<file path="config.mk">
export PLATFORM = sky130hd
export DESIGN_NAME = ckirq_top
export DESIGN_NICKNAME = d
export VERILOG_FILES = /design/src/hw/ckirq_pkg.sv /design/src/hw/ckirq_top.sv /design/src/hw/ckirq_flag_bank.sv
export SDC_FILE = /design/constraint.sdc
export NUM_CORES = 1
export LEC_CHECK = 0
export BUFFER_PORTS_ARGS = -buffer_cell sky130_fd_sc_hd__buf_2
export CORE_MARGIN = 5
export CORE_UTILIZATION = 41
export DETAILED_ROUTE_END_ITERATION = 6
export PLACE_DENSITY = 0.69
export SLEW_MARGIN = 20
export SYNTH_ARGS = -nofsm -noshare
export SYNTH_HDL_FRONTEND = slang
export SYNTH_SLANG_ARGS = --single-unit
</file>
<file path="constraint.sdc">
create_clock -name i_clk_sys -period 2.67 [get_ports i_clk_sys]
set_clock_uncertainty 0.1 [all_clocks]
set_input_delay 0.4005 -clock i_clk_sys [delete_from_list [all_inputs] [get_ports i_clk_sys]]
set_output_delay 0.4005 -clock i_clk_sys [all_outputs]
set_load 0.05 [all_outputs]
</file>
<file path="src/hw/ckirq_pkg.sv">
// package of offsets, bit positions and reset values for the clock manager interrupt status block
package ckirq_pkg;
    // ************************************************************
    // register offsets (byte addresses)
    // ************************************************************
    localparam logic [7:0] CKIRQ_OFS_MODE = 8'h2c;        // clock mode control (peripheral selects)
    localparam logic [7:0] CKIRQ_OFS_MASK = 8'h30;        // clock_irq_enable_mask
    localparam logic [7:0] CKIRQ_OFS_RAW = 8'h34;         // clock_irq_raw_status
    localparam logic [7:0] CKIRQ_OFS_MASKED = 8'h38;      // clock_irq_masked_status
    localparam logic [7:0] CKIRQ_OFS_CLEAR = 8'h3c;       // clock_irq_clear
    localparam logic [7:0] CKIRQ_OFS_STATUS = 8'h40;      // clock_manager_status
    localparam logic [7:0] CKIRQ_OFS_LVCTL = 8'h4c;       // low-voltage enables
    // ************************************************************
    // flag bit positions
    // ************************************************************
    localparam int CKIRQ_B_COMMAND_ERROR_FLAG = 18;                   // command error
    localparam int CKIRQ_B_LVRS = 17;                     // reset-level flag
    localparam int CKIRQ_B_LVIRQ = 16;                    // low-voltage irq flag
    localparam int CKIRQ_B_PLL = 7;                       // pll ready
    // ************************************************************
    // masks and reset values
    // ************************************************************
    localparam logic [31:0] CKIRQ_RAW_BITS = 32'h0007_f09f;   // implemented raw bits
    localparam logic [31:0] CKIRQ_IRQ_BITS = 32'h0005_f09f;   // bits that may interrupt
    localparam logic [31:0] CKIRQ_RAW_RST = 32'h0000_001f;    // raw flags after reset
    localparam logic [31:0] CKIRQ_MASK_RST = 32'h0000_0000;   // mask after reset
    localparam logic [3:0] CKIRQ_MON_RST = 4'ha;              // monitor enables 23..20
    localparam logic [14:0] CKIRQ_MODE_RST = 15'h0310;        // peripheral select reset
    localparam logic [1:0] CKIRQ_LVCTL_RST = 2'h1;            // irq en=0, reset en=1
endpackage : ckirq_pkg

</file>
<file path="src/hw/ckirq_top.sv">
// clock manager interrupt status block: raw, masked, clear and status registers
// Operation
// - latch oscillator ready and switch-done flags
// - pll ready flag at bit seven
// - failure and failure-end flags bits twelve-fifteen
// - five ready flags set after reset
// - low-voltage irq flag only when enabled
// - reset-level flag sets, never interrupts
// - reset-level flag mirrored, cleared by write-one
// - command error flag at bit eighteen
// - raw status reads flags, ignores writes
// - masked status is raw and enable
// - masked reads, bit seventeen zero, writes ignored
// - write one clears flag, zero ignored
// - only implemented clear bits take effect
// - status register reset value and layout
// - mask register read back, one enables
// - disabled source select in the three peripheral fields kept, error flagged
// - raw status at 0x34, resets to 0x1f
//
// Design decision made here: the plain strobed port.
`timescale 1ns/10ps
`default_nettype none
module ckirq_top
    import ckirq_pkg::*;
(
    // clock and reset
    input wire logic i_clk_sys,
    input wire logic i_reset_n,
    // register port
    input wire logic [7:0] i_addr,
    input wire logic [31:0] i_wdata,
    input wire logic i_wr,
    input wire logic i_rd,
    output var logic [31:0] o_rdata,
    // hardware events (pulses or levels from clock logic)
    input wire logic [4:0] i_osc_ready_evt,
    input wire logic i_pll_ready_evt,
    input wire logic [3:0] i_osc_fail_evt,
    input wire logic i_low_voltage_irq_lvl,
    input wire logic i_low_voltage_reset_lvl,
    input wire logic [3:0] i_src_enabled,
    input wire logic [7:0] i_reset_cause,
    input wire logic [10:0] i_misc_status,
    // outputs
    output var logic [14:0] o_periph_sel,
    output var logic o_low_voltage_irq_enable,
    output var logic o_low_voltage_reset_enable,
    output var logic o_irq
);
    // ************************************************************
    // input synchronisers (voltage detector levels are asynchronous)
    // ************************************************************
    logic [1:0] lv_meta_r;  // first stage, read only by second
    logic [1:0] lv_sync_r;  // usable levels
    // two flops per level: the detector output is not timed to this clock
    // and the first stage may go metastable, so only the second one is read
    always_ff @(posedge i_clk_sys) begin
        lv_meta_r <= {i_low_voltage_reset_lvl, i_low_voltage_irq_lvl};
        lv_sync_r <= lv_meta_r;
    end

    // ************************************************************
    // bus decode
    // ************************************************************
    // strobes decode combinationally; the slave never holds the master off
    logic wr_mask;   // mask write
    logic wr_clear;  // clear write
    logic wr_mode;   // peripheral select write
    logic wr_lvctl;  // low-voltage control write
    logic wr_stat;   // status write (reset cause clear)
    assign wr_mask = i_wr && (i_addr == CKIRQ_OFS_MASK);
    assign wr_clear = i_wr && (i_addr == CKIRQ_OFS_CLEAR);
    assign wr_mode = i_wr && (i_addr == CKIRQ_OFS_MODE);
    assign wr_lvctl = i_wr && (i_addr == CKIRQ_OFS_LVCTL);
    assign wr_stat = i_wr && (i_addr == CKIRQ_OFS_STATUS);

    // ************************************************************
    // mask and low-voltage control
    // ************************************************************
    logic [31:0] mask_r;   // interrupt enables
    logic [1:0] lvctl_r;   // {irq enable, reset enable}
    // enables; reserved bits and bit 17 stay zero so they can never interrupt
    always_ff @(posedge i_clk_sys) begin
        if (!i_reset_n) begin
            mask_r <= CKIRQ_MASK_RST;
        end else if (wr_mask) begin
            mask_r <= i_wdata & CKIRQ_IRQ_BITS;
        end
    end
    // low-voltage enables; the reset enable comes up on so a brown-out
    // before software has run still resets the chip
    always_ff @(posedge i_clk_sys) begin
        if (!i_reset_n) begin
            lvctl_r <= CKIRQ_LVCTL_RST;
        end else if (wr_lvctl) begin
            lvctl_r <= i_wdata[1:0];
        end
    end
    // enables leave as plain levels for the voltage detector
    assign o_low_voltage_irq_enable = lvctl_r[1];
    assign o_low_voltage_reset_enable = lvctl_r[0];

    // ************************************************************
    // peripheral clock selects with command error check
    // ************************************************************
    // three 3-bit fields at 4,8,12 plus system select 2:0; value 0..3
    // names a source, others disconnect; always legal in the fields, system select refuses 5..7
    // true when a source code names an oscillator that is stopped
    function automatic logic sel_bad(input logic [2:0] s, input logic [3:0] en);
        sel_bad = (s[2] == 1'b0) && !en[s[1:0]];
    endfunction : sel_bad
    logic [14:0] mode_r;  // peripheral selects
    logic cmd_err_evt;    // illegal select attempted
    logic [14:0] mode_nxt;  // next selects
    // one write may carry good and bad fields at once: each bad field keeps
    // its old code and only raises the error, the good ones still update
    always_comb begin
        mode_nxt = mode_r;
        cmd_err_evt = 1'b0;
        if (wr_mode) begin
            for (int f = 1; f < 4; f++) begin
                if (sel_bad(i_wdata[f*4 +: 3], i_src_enabled)) begin
                    cmd_err_evt = 1'b1;
                end else begin
                    mode_nxt[f*4 +: 3] = i_wdata[f*4 +: 3];
                end
            end
            // system select: prohibited codes leave it unchanged
            if (i_wdata[2:0] <= 3'h4) begin
                mode_nxt[2:0] = i_wdata[2:0];
            end
        end
    end
    // select register; an error blocks a field, never the whole write
    always_ff @(posedge i_clk_sys) begin
        if (!i_reset_n) begin
            mode_r <= CKIRQ_MODE_RST;
        end else begin
            mode_r <= mode_nxt;
        end
    end
    assign o_periph_sel = mode_r;

    // ************************************************************
    // raw flags
    // ************************************************************
    logic [31:0] set_vec;  // event vector
    logic [31:0] clr_vec;  // write-one clears
    logic [31:0] raw;      // raw flags
    // event vector laid out as the raw register; the reset-level bit
    // ignores the reset enable on purpose
    always_comb begin
        set_vec = 32'h0000_0000;
        set_vec[4:0] = i_osc_ready_evt;
        set_vec[CKIRQ_B_PLL] = i_pll_ready_evt;
        set_vec[15:12] = i_osc_fail_evt;
        set_vec[CKIRQ_B_LVIRQ] = lv_sync_r[0] & lvctl_r[1];
        set_vec[CKIRQ_B_LVRS] = lv_sync_r[1];
        set_vec[CKIRQ_B_COMMAND_ERROR_FLAG] = cmd_err_evt;
    end
    // reserved clear bits are dropped so a careless all-ones write is harmless
    assign clr_vec = wr_clear ? (i_wdata & CKIRQ_RAW_BITS) : 32'h0000_0000;
    // one 32-bit bank keeps the bit map equal to the register; i_impl prunes
    ckirq_flag_bank #(
        .W(32)
    ) u_flags (
        .i_clk_sys(i_clk_sys),
        .i_reset_n(i_reset_n),
        .i_set(set_vec),
        .i_clr(clr_vec),
        .i_impl(CKIRQ_RAW_BITS),
        .o_flags(raw)
    );

    // ************************************************************
    // masked view and interrupt
    // ************************************************************
    // bit 17 has no enable, so the reset-level flag can never interrupt
    logic [31:0] masked;  // masked status, bit 17 never included
    assign masked = raw & mask_r & CKIRQ_IRQ_BITS;
    // registered so decode glitches never reach the core, at one cycle of delay
    logic irq_r;  // registered level interrupt
    always_ff @(posedge i_clk_sys) begin
        if (!i_reset_n) begin
            irq_r <= 1'b0;
        end else begin
            irq_r <= |masked;
        end
    end
    assign o_irq = irq_r;

    // ************************************************************
    // reset cause bits, caught after reset release, write-one clears
    // ************************************************************
    logic [7:0] cause_r;  // reset-cause flags
    logic cause_cap_r;    // capture done
    // limitation: a clear written in the capture cycle is lost; software
    // reads the cause first and clears it afterwards anyway
    always_ff @(posedge i_clk_sys) begin
        if (!i_reset_n) begin
            cause_r <= 8'h00;
            cause_cap_r <= 1'b0;
        end else if (!cause_cap_r) begin
            cause_r <= i_reset_cause;  // strap caught after release
            cause_cap_r <= 1'b1;
        end else if (wr_stat) begin
            cause_r <= cause_r & ~i_wdata[31:24];
        end
    end

    // ************************************************************
    // status register assembly
    // ************************************************************
    // misc: [0]=fast wake,[4:1]=idle bits 8..11,[5]=idle stop,[10:6] spare
    logic [31:0] status;  // assembled status word
    // monitor enables live outside this block, so 23:20 show their reset value
    always_comb begin
        status = raw & CKIRQ_RAW_BITS;  // same bit 17
        status[5] = i_misc_status[0];
        status[11:8] = i_misc_status[4:1];
        status[19] = i_misc_status[5];
        status[23:20] = CKIRQ_MON_RST;
        status[31:24] = cause_r;
    end

    // ************************************************************
    // read mux (data one cycle after strobe)
    // ************************************************************
    logic [31:0] rdata_r;  // read data register
    // data stand for one cycle and are zero otherwise; writes to the raw and
    // masked views reach no process, so they change nothing
    always_ff @(posedge i_clk_sys) begin
        if (!i_reset_n) begin
            rdata_r <= 32'h0000_0000;
        end else if (i_rd) begin
            unique case (i_addr)
                CKIRQ_OFS_MODE: rdata_r <= {17'h0, mode_r};
                CKIRQ_OFS_MASK: rdata_r <= mask_r;
                CKIRQ_OFS_RAW: rdata_r <= raw;
                CKIRQ_OFS_MASKED: rdata_r <= masked;
                CKIRQ_OFS_STATUS: rdata_r <= status;
                CKIRQ_OFS_LVCTL: rdata_r <= {30'h0, lvctl_r};
                default: rdata_r <= 32'h0000_0000;         // clear reg and unmapped
            endcase
        end else begin
            rdata_r <= 32'h0000_0000;
        end
    end
    assign o_rdata = rdata_r;

    // ************************************************************
    // assertions
    // ************************************************************
    // guards sit beside the logic so a change above meets its check at once
    a_raw_reset_val: assert property (@(posedge i_clk_sys)
        !i_reset_n |=> raw == CKIRQ_RAW_RST) else $error("raw reset value wrong");
    a_set_beats_clr: assert property (@(posedge i_clk_sys) disable iff (!i_reset_n)
        (set_vec[CKIRQ_B_PLL] && clr_vec[CKIRQ_B_PLL]) |=> raw[CKIRQ_B_PLL])
        else $error("event lost to clear");
    a_clear_works: assert property (@(posedge i_clk_sys) disable iff (!i_reset_n)
        (clr_vec[3] && !set_vec[3]) |=> !raw[3]) else $error("clear ignored");
    a_lvirq_gated: assert property (@(posedge i_clk_sys) disable iff (!i_reset_n)
        (!$past(raw[16]) && raw[16]) |-> $past(lvctl_r[1])) else $error("lv irq set while off");
    a_lvrs_no_irq: assert property (@(posedge i_clk_sys) disable iff (!i_reset_n)
        (raw == 32'h0002_0000) |=> !o_irq) else $error("reset-level flag raised irq");
    a_irq_follows: assert property (@(posedge i_clk_sys) disable iff (!i_reset_n)
        (|masked) |=> o_irq) else $error("irq missing");
    a_masked_rd: assert property (@(posedge i_clk_sys) disable iff (!i_reset_n)
        (i_rd && i_addr == CKIRQ_OFS_MASKED) |=> o_rdata[17] == 1'b0) else $error("bit 17 set");
    a_command_error_flag_flag: assert property (@(posedge i_clk_sys) disable iff (!i_reset_n)
        cmd_err_evt |=> raw[CKIRQ_B_COMMAND_ERROR_FLAG]) else $error("command error not latched");
    a_sel_kept: assert property (@(posedge i_clk_sys) disable iff (!i_reset_n)
        (wr_mode && sel_bad(i_wdata[6:4], i_src_enabled))
        |=> mode_r[6:4] == $past(mode_r[6:4])) else $error("refused select changed");
    a_sel_taken: assert property (@(posedge i_clk_sys) disable iff (!i_reset_n)
        (wr_mode && !sel_bad(i_wdata[6:4], i_src_enabled))
        |=> mode_r[6:4] == $past(i_wdata[6:4])) else $error("legal select not taken");
    a_raw_nowrite: assert property (@(posedge i_clk_sys) disable iff (!i_reset_n)
        (i_wr && i_addr == CKIRQ_OFS_RAW && set_vec == 32'h0) |=> $stable(raw))
        else $error("raw write changed flags");
    a_lvrs_sticky: assert property (@(posedge i_clk_sys) disable iff (!i_reset_n)
        (raw[CKIRQ_B_LVRS] && !clr_vec[CKIRQ_B_LVRS]) |=> raw[CKIRQ_B_LVRS])
        else $error("reset-level flag dropped");
    a_irq_drops: assert property (@(posedge i_clk_sys) disable iff (!i_reset_n)
        !(|masked) |=> !o_irq) else $error("irq without masked bit");
    a_irq_rst: assert property (@(posedge i_clk_sys)
        !i_reset_n |=> !o_irq) else $error("irq high after reset");
    a_clear_rd: assert property (@(posedge i_clk_sys) disable iff (!i_reset_n)
        (i_rd && i_addr == CKIRQ_OFS_CLEAR) |=> o_rdata == 32'h0000_0000)
        else $error("clear register read nonzero");
    a_cause_clear: assert property (@(posedge i_clk_sys) disable iff (!i_reset_n)
        (wr_stat && cause_cap_r) |=> (cause_r & $past(i_wdata[31:24])) == 8'h00)
        else $error("reset cause not cleared");
    c_clear_after_reset: cover property (@(posedge i_clk_sys) disable iff (!i_reset_n)
        wr_clear && clr_vec[4:0] == 5'h1f);
    c_irq_raised: cover property (@(posedge i_clk_sys) disable iff (!i_reset_n) $rose(o_irq));
    c_cmd_err: cover property (@(posedge i_clk_sys) disable iff (!i_reset_n) cmd_err_evt);
    c_set_and_clear: cover property (@(posedge i_clk_sys) disable iff (!i_reset_n)
        set_vec[CKIRQ_B_PLL] && clr_vec[CKIRQ_B_PLL]);
    c_lvrs_set: cover property (@(posedge i_clk_sys) disable iff (!i_reset_n)
        $rose(raw[CKIRQ_B_LVRS]));
endmodule : ckirq_top
`default_nettype wire

</file>
<file path="src/hw/ckirq_flag_bank.sv">
// sticky flag bank: hardware sets, write-one clears, set beats clear
`timescale 1ns/10ps
`default_nettype none
module ckirq_flag_bank
    import ckirq_pkg::*;
#(
    parameter int W = 32
) (
    // clock and reset
    input wire logic i_clk_sys,
    input wire logic i_reset_n,
    // set and clear
    input wire logic [W-1:0] i_set,
    input wire logic [W-1:0] i_clr,
    input wire logic [W-1:0] i_impl,
    // flags
    output var logic [W-1:0] o_flags
);
    logic [W-1:0] flags_r;  // held flags
    // ************************************************************
    // flag update
    // ************************************************************
    // set is or-ed in after the clear so a same-cycle event survives
    always_ff @(posedge i_clk_sys) begin
        if (!i_reset_n) begin
            flags_r <= CKIRQ_RAW_RST[W-1:0];
        end else begin
            flags_r <= ((flags_r & ~i_clr) | i_set) & i_impl;
        end
    end
    assign o_flags = flags_r;
endmodule : ckirq_flag_bank
`default_nettype wire

</file>
==> flow_summary.json <==
{
  "ys_top_cells_by_area": "dfxtp_1 48%, nand2_1 5.7%, a21oi_1 4.6%",
  "power.total_mw": 2.45,
  "seq_area_frac_synth_pct": 48.3,
  "drc": 0,
  "cts_tree": "done",
  "final_common_cell": "buf_2",
  "synth-edff-count": 0,
  "dp.cells": 559,
  "areaGrowthSynthToFinish_pct": 23.4,
  "hpwl_mm": 6.87,
  "gp_congestion": 0.752,
  "syn_inst": 360,
  "drt_wl_total_mm": 9.36,
  "antenna_found_initial": 0,
  "wire_per_inst_um": 16.3,
  "synth_top_cell_by_area": "dfxtp_1",
  "worstSetupEndpointType": "register",
  "grt_setup_unrepaired": "no",
  "start_util_pct": 41.8,
  "grt_busiest_layer": "met2",
  "fin_crit_sh_pct": 70.4,
  "power_density_mw_per_mm2": 584,
  "antenna_cells": 0,
  "slew_viol_final": 0,
  "synth.distinct_cells": 53,
  "path_cells": "buf_2 -> or4_4 -> a21oi_4 -> nand2_1 -> a211oi_1",
  "cts_made_buffers": 9,
  "grtUsageMet3_pct": 5.40,
  "core_area_sq_mm": 0.00813,
  "hp-class": "in2reg",
  "yosys_warnings": 0,
  "clock.fmax_ghz": 0.532,
  "die_h_um": 101,
  "drtPass1Iterations": 4,
  "grt_pass1_wl_mm": 14.8,
  "outcome": "completed",
  "die_w_um": 101,
  "min_period_ns": 1.88,
  "slowest_stage": "or4_4",
  "grtUsageMet1_pct": 22.5,
  "nNetsFinal": 544,
  "htreeDepth": 3,
  "synth_ff_type": "dfxtp_1",
  "ant_nets": 0,
  "crit_family": "simple AND/OR/NAND/NOR gates",
  "grt_max_degree": 33,
  "cpPeakStageDelay_ns": 0.61,
  "cellLeakagePower_nw": 1.76,
  "overflow": 0,
  "nFillCells": 767,
  "cts_resized": 0,
  "final_design_area_no_fill_sq_mm": 0.00420,
  "cp-start-kind": "input port",
  "clk_transition_reported_paths_ns": 0.09,
  "vias": 3059,
  "cap_violations": 0,
  "io_pins": 129,
  "hold_buffers": 0,
  "grtUsageTotal_pct": 18.6,
  "io_buffer_count": 112,
  "drive_gt1_share_pct": 31.7,
  "arrival_ns": 2.02,
  "hold_viol_final": 0,
  "path_class": "in2reg",
  "peakVddDrop_v": 0.000235,
  "placementRows": 33,
  "first_global_vias": 3064,
  "yosysTopAreaCellShare_pct": 48.3,
  "first_iter_violations": 174,
  "setup_violations": 0,
  "synth_area_sq_mm": 0.00340,
  "met2_usage_pct": 30.8,
  "worstPathRequired_ns": 2.81,
  "insertion_delay_ns": 0.36,
  "layout.cells.non_filler": 575,
  "tns_ns": 0,
  "dpl_cell_area_sq_mm": 0.00397,
  "final_cell_mix": "112 x buf_2, 82 x dfxtp_1, 52 x nand2_1",
  "max_slew.worst_pin.slew_ns": 0.618,
  "slew_headroom_pct": 58.8,
  "dieArea_sq_mm": 0.0102,
  "cts_max_path_buffers": 2,
  "ctsRootBufferMaster": "clkbuf_8",
  "post_cts_buffers": 0,
  "critPathBufInv": 1,
  "vias_per_cell": 5.32,
  "rrSetupSlack_ns": 1.42,
  "synth_async_sr_flop_share_pct": 0,
  "synth-seq-cells": 82,
  "clock_sinks": 82,
  "worstPathMaxFanout": 18,
  "synth.avg_cell_area_sq_um": 9.45
}
-- sequential cells by signal, summed over array words and instances (netlist names) --
| register | flops |
|---|---|
| cause_cap_r | 1 |
| cause_r | 8 |
| lv_meta_r | 2 |
| lv_sync_r | 2 |
| lvctl_r | 2 |
| mask_r | 12 |
| o_irq | 1 |
| o_periph_sel | 12 |
| o_rdata | 29 |
| u_flags.o_flags | 13 |
-- worst reg2reg max path, cell delays in order, from the launching register on --
cell and delay (ns):
dfxtp_1 0.34, a22o_1 0.23, a221oi_1 0.30, a31oi_1 0.15
-- cells in the mapped netlist (3+ instances only) --
library cell / n
a211o_1: 5
a211oi_1: 4
a21boi_0: 8
a21oi_1: 31
a221oi_1: 3
a222oi_1: 3
a22o_1: 5
a22oi_1: 5
a32oi_1: 9
and2_1: 11
and3_1: 4
and4_1: 3
buf_2: 3
buf_4: 7
buf_6: 3
clkbuf_1: 10
dfxtp_1: 82
inv_1: 7
mux2i_1: 4
mux4_2: 3
nand2_1: 52
nand2b_1: 7
nand3_1: 6
nand3b_1: 4
nor2_1: 7
nor2b_1: 9
nor3_1: 14
o21a_1: 16
o21ai_0: 9
-- final cells by class --
class	count	area, sq um	share of cell area, %
clock buffer	9	124	2.95
timing repair buffer	114	576	13.7
tap	105	131	3.13
multi-input combinational	250	1590	38.0
clock inverter	7	101	2.42
inverter	8	30.0	0.716
sequential	82	1640	39.1
-- stage by stage --
stage               hold slack (ns)  utilization [%]  setup WS [ns]
finish                       0.0366             51.6          0.791
global route                 0.0136             51.6          0.707
CTS                          0.0177             51.6          0.836
detailed placement            0.215             48.8          0.471
global placement              0.211             48.8          0.487
floorplan                     0.210                -          0.826
-- cell families after synthesis --
kind of cell,count (synthesis),share of synthesized area (%)
xor+xnor,1,0.257
flops,82,48.3
simple gates,133,21.3
mux,7,3.16
other cells,1,0.110
buf+inv,32,5.37
compound gates,104,21.5
-- final timing paths --
check	start	to	depth (start not counted)
hold / removal	i_low_voltage_irq_lvl	lv_meta_r[0]$_DFF_P_	1
setup / recovery	i_addr[3]	o_rdata[2]$_SDFF_PN0_	5
setup reg to reg	u_flags.o_flags[15]$_SDFF_PN0_	o_irq$_SDFF_PN0_	3
hold reg to reg	lv_meta_r[0]$_DFF_P_	lv_sync_r[0]$_DFF_P_	0
-- power by group --
part | internal, mW | leakage [nW] | switching (mW)
clock | 0.536 | 0.112 | 0.477
combinational | 0.0772 | 0.984 | 0.107
sequential | 1.24 | 0.666 | 0.0129
-- metal layers --
metal | wire length [um] | share of wire (%) | up-vias
met2 | 4290 | 46 | 128
met1 | 3980 | 43 | 1423
met3 | 904 | 9.7 | 17
li1 | - | - | 1491
met4 | 178 | 1.9 | 0
met5 | 0 | 0 | -
Note: power is estimated with default switching activity, not from simulation.
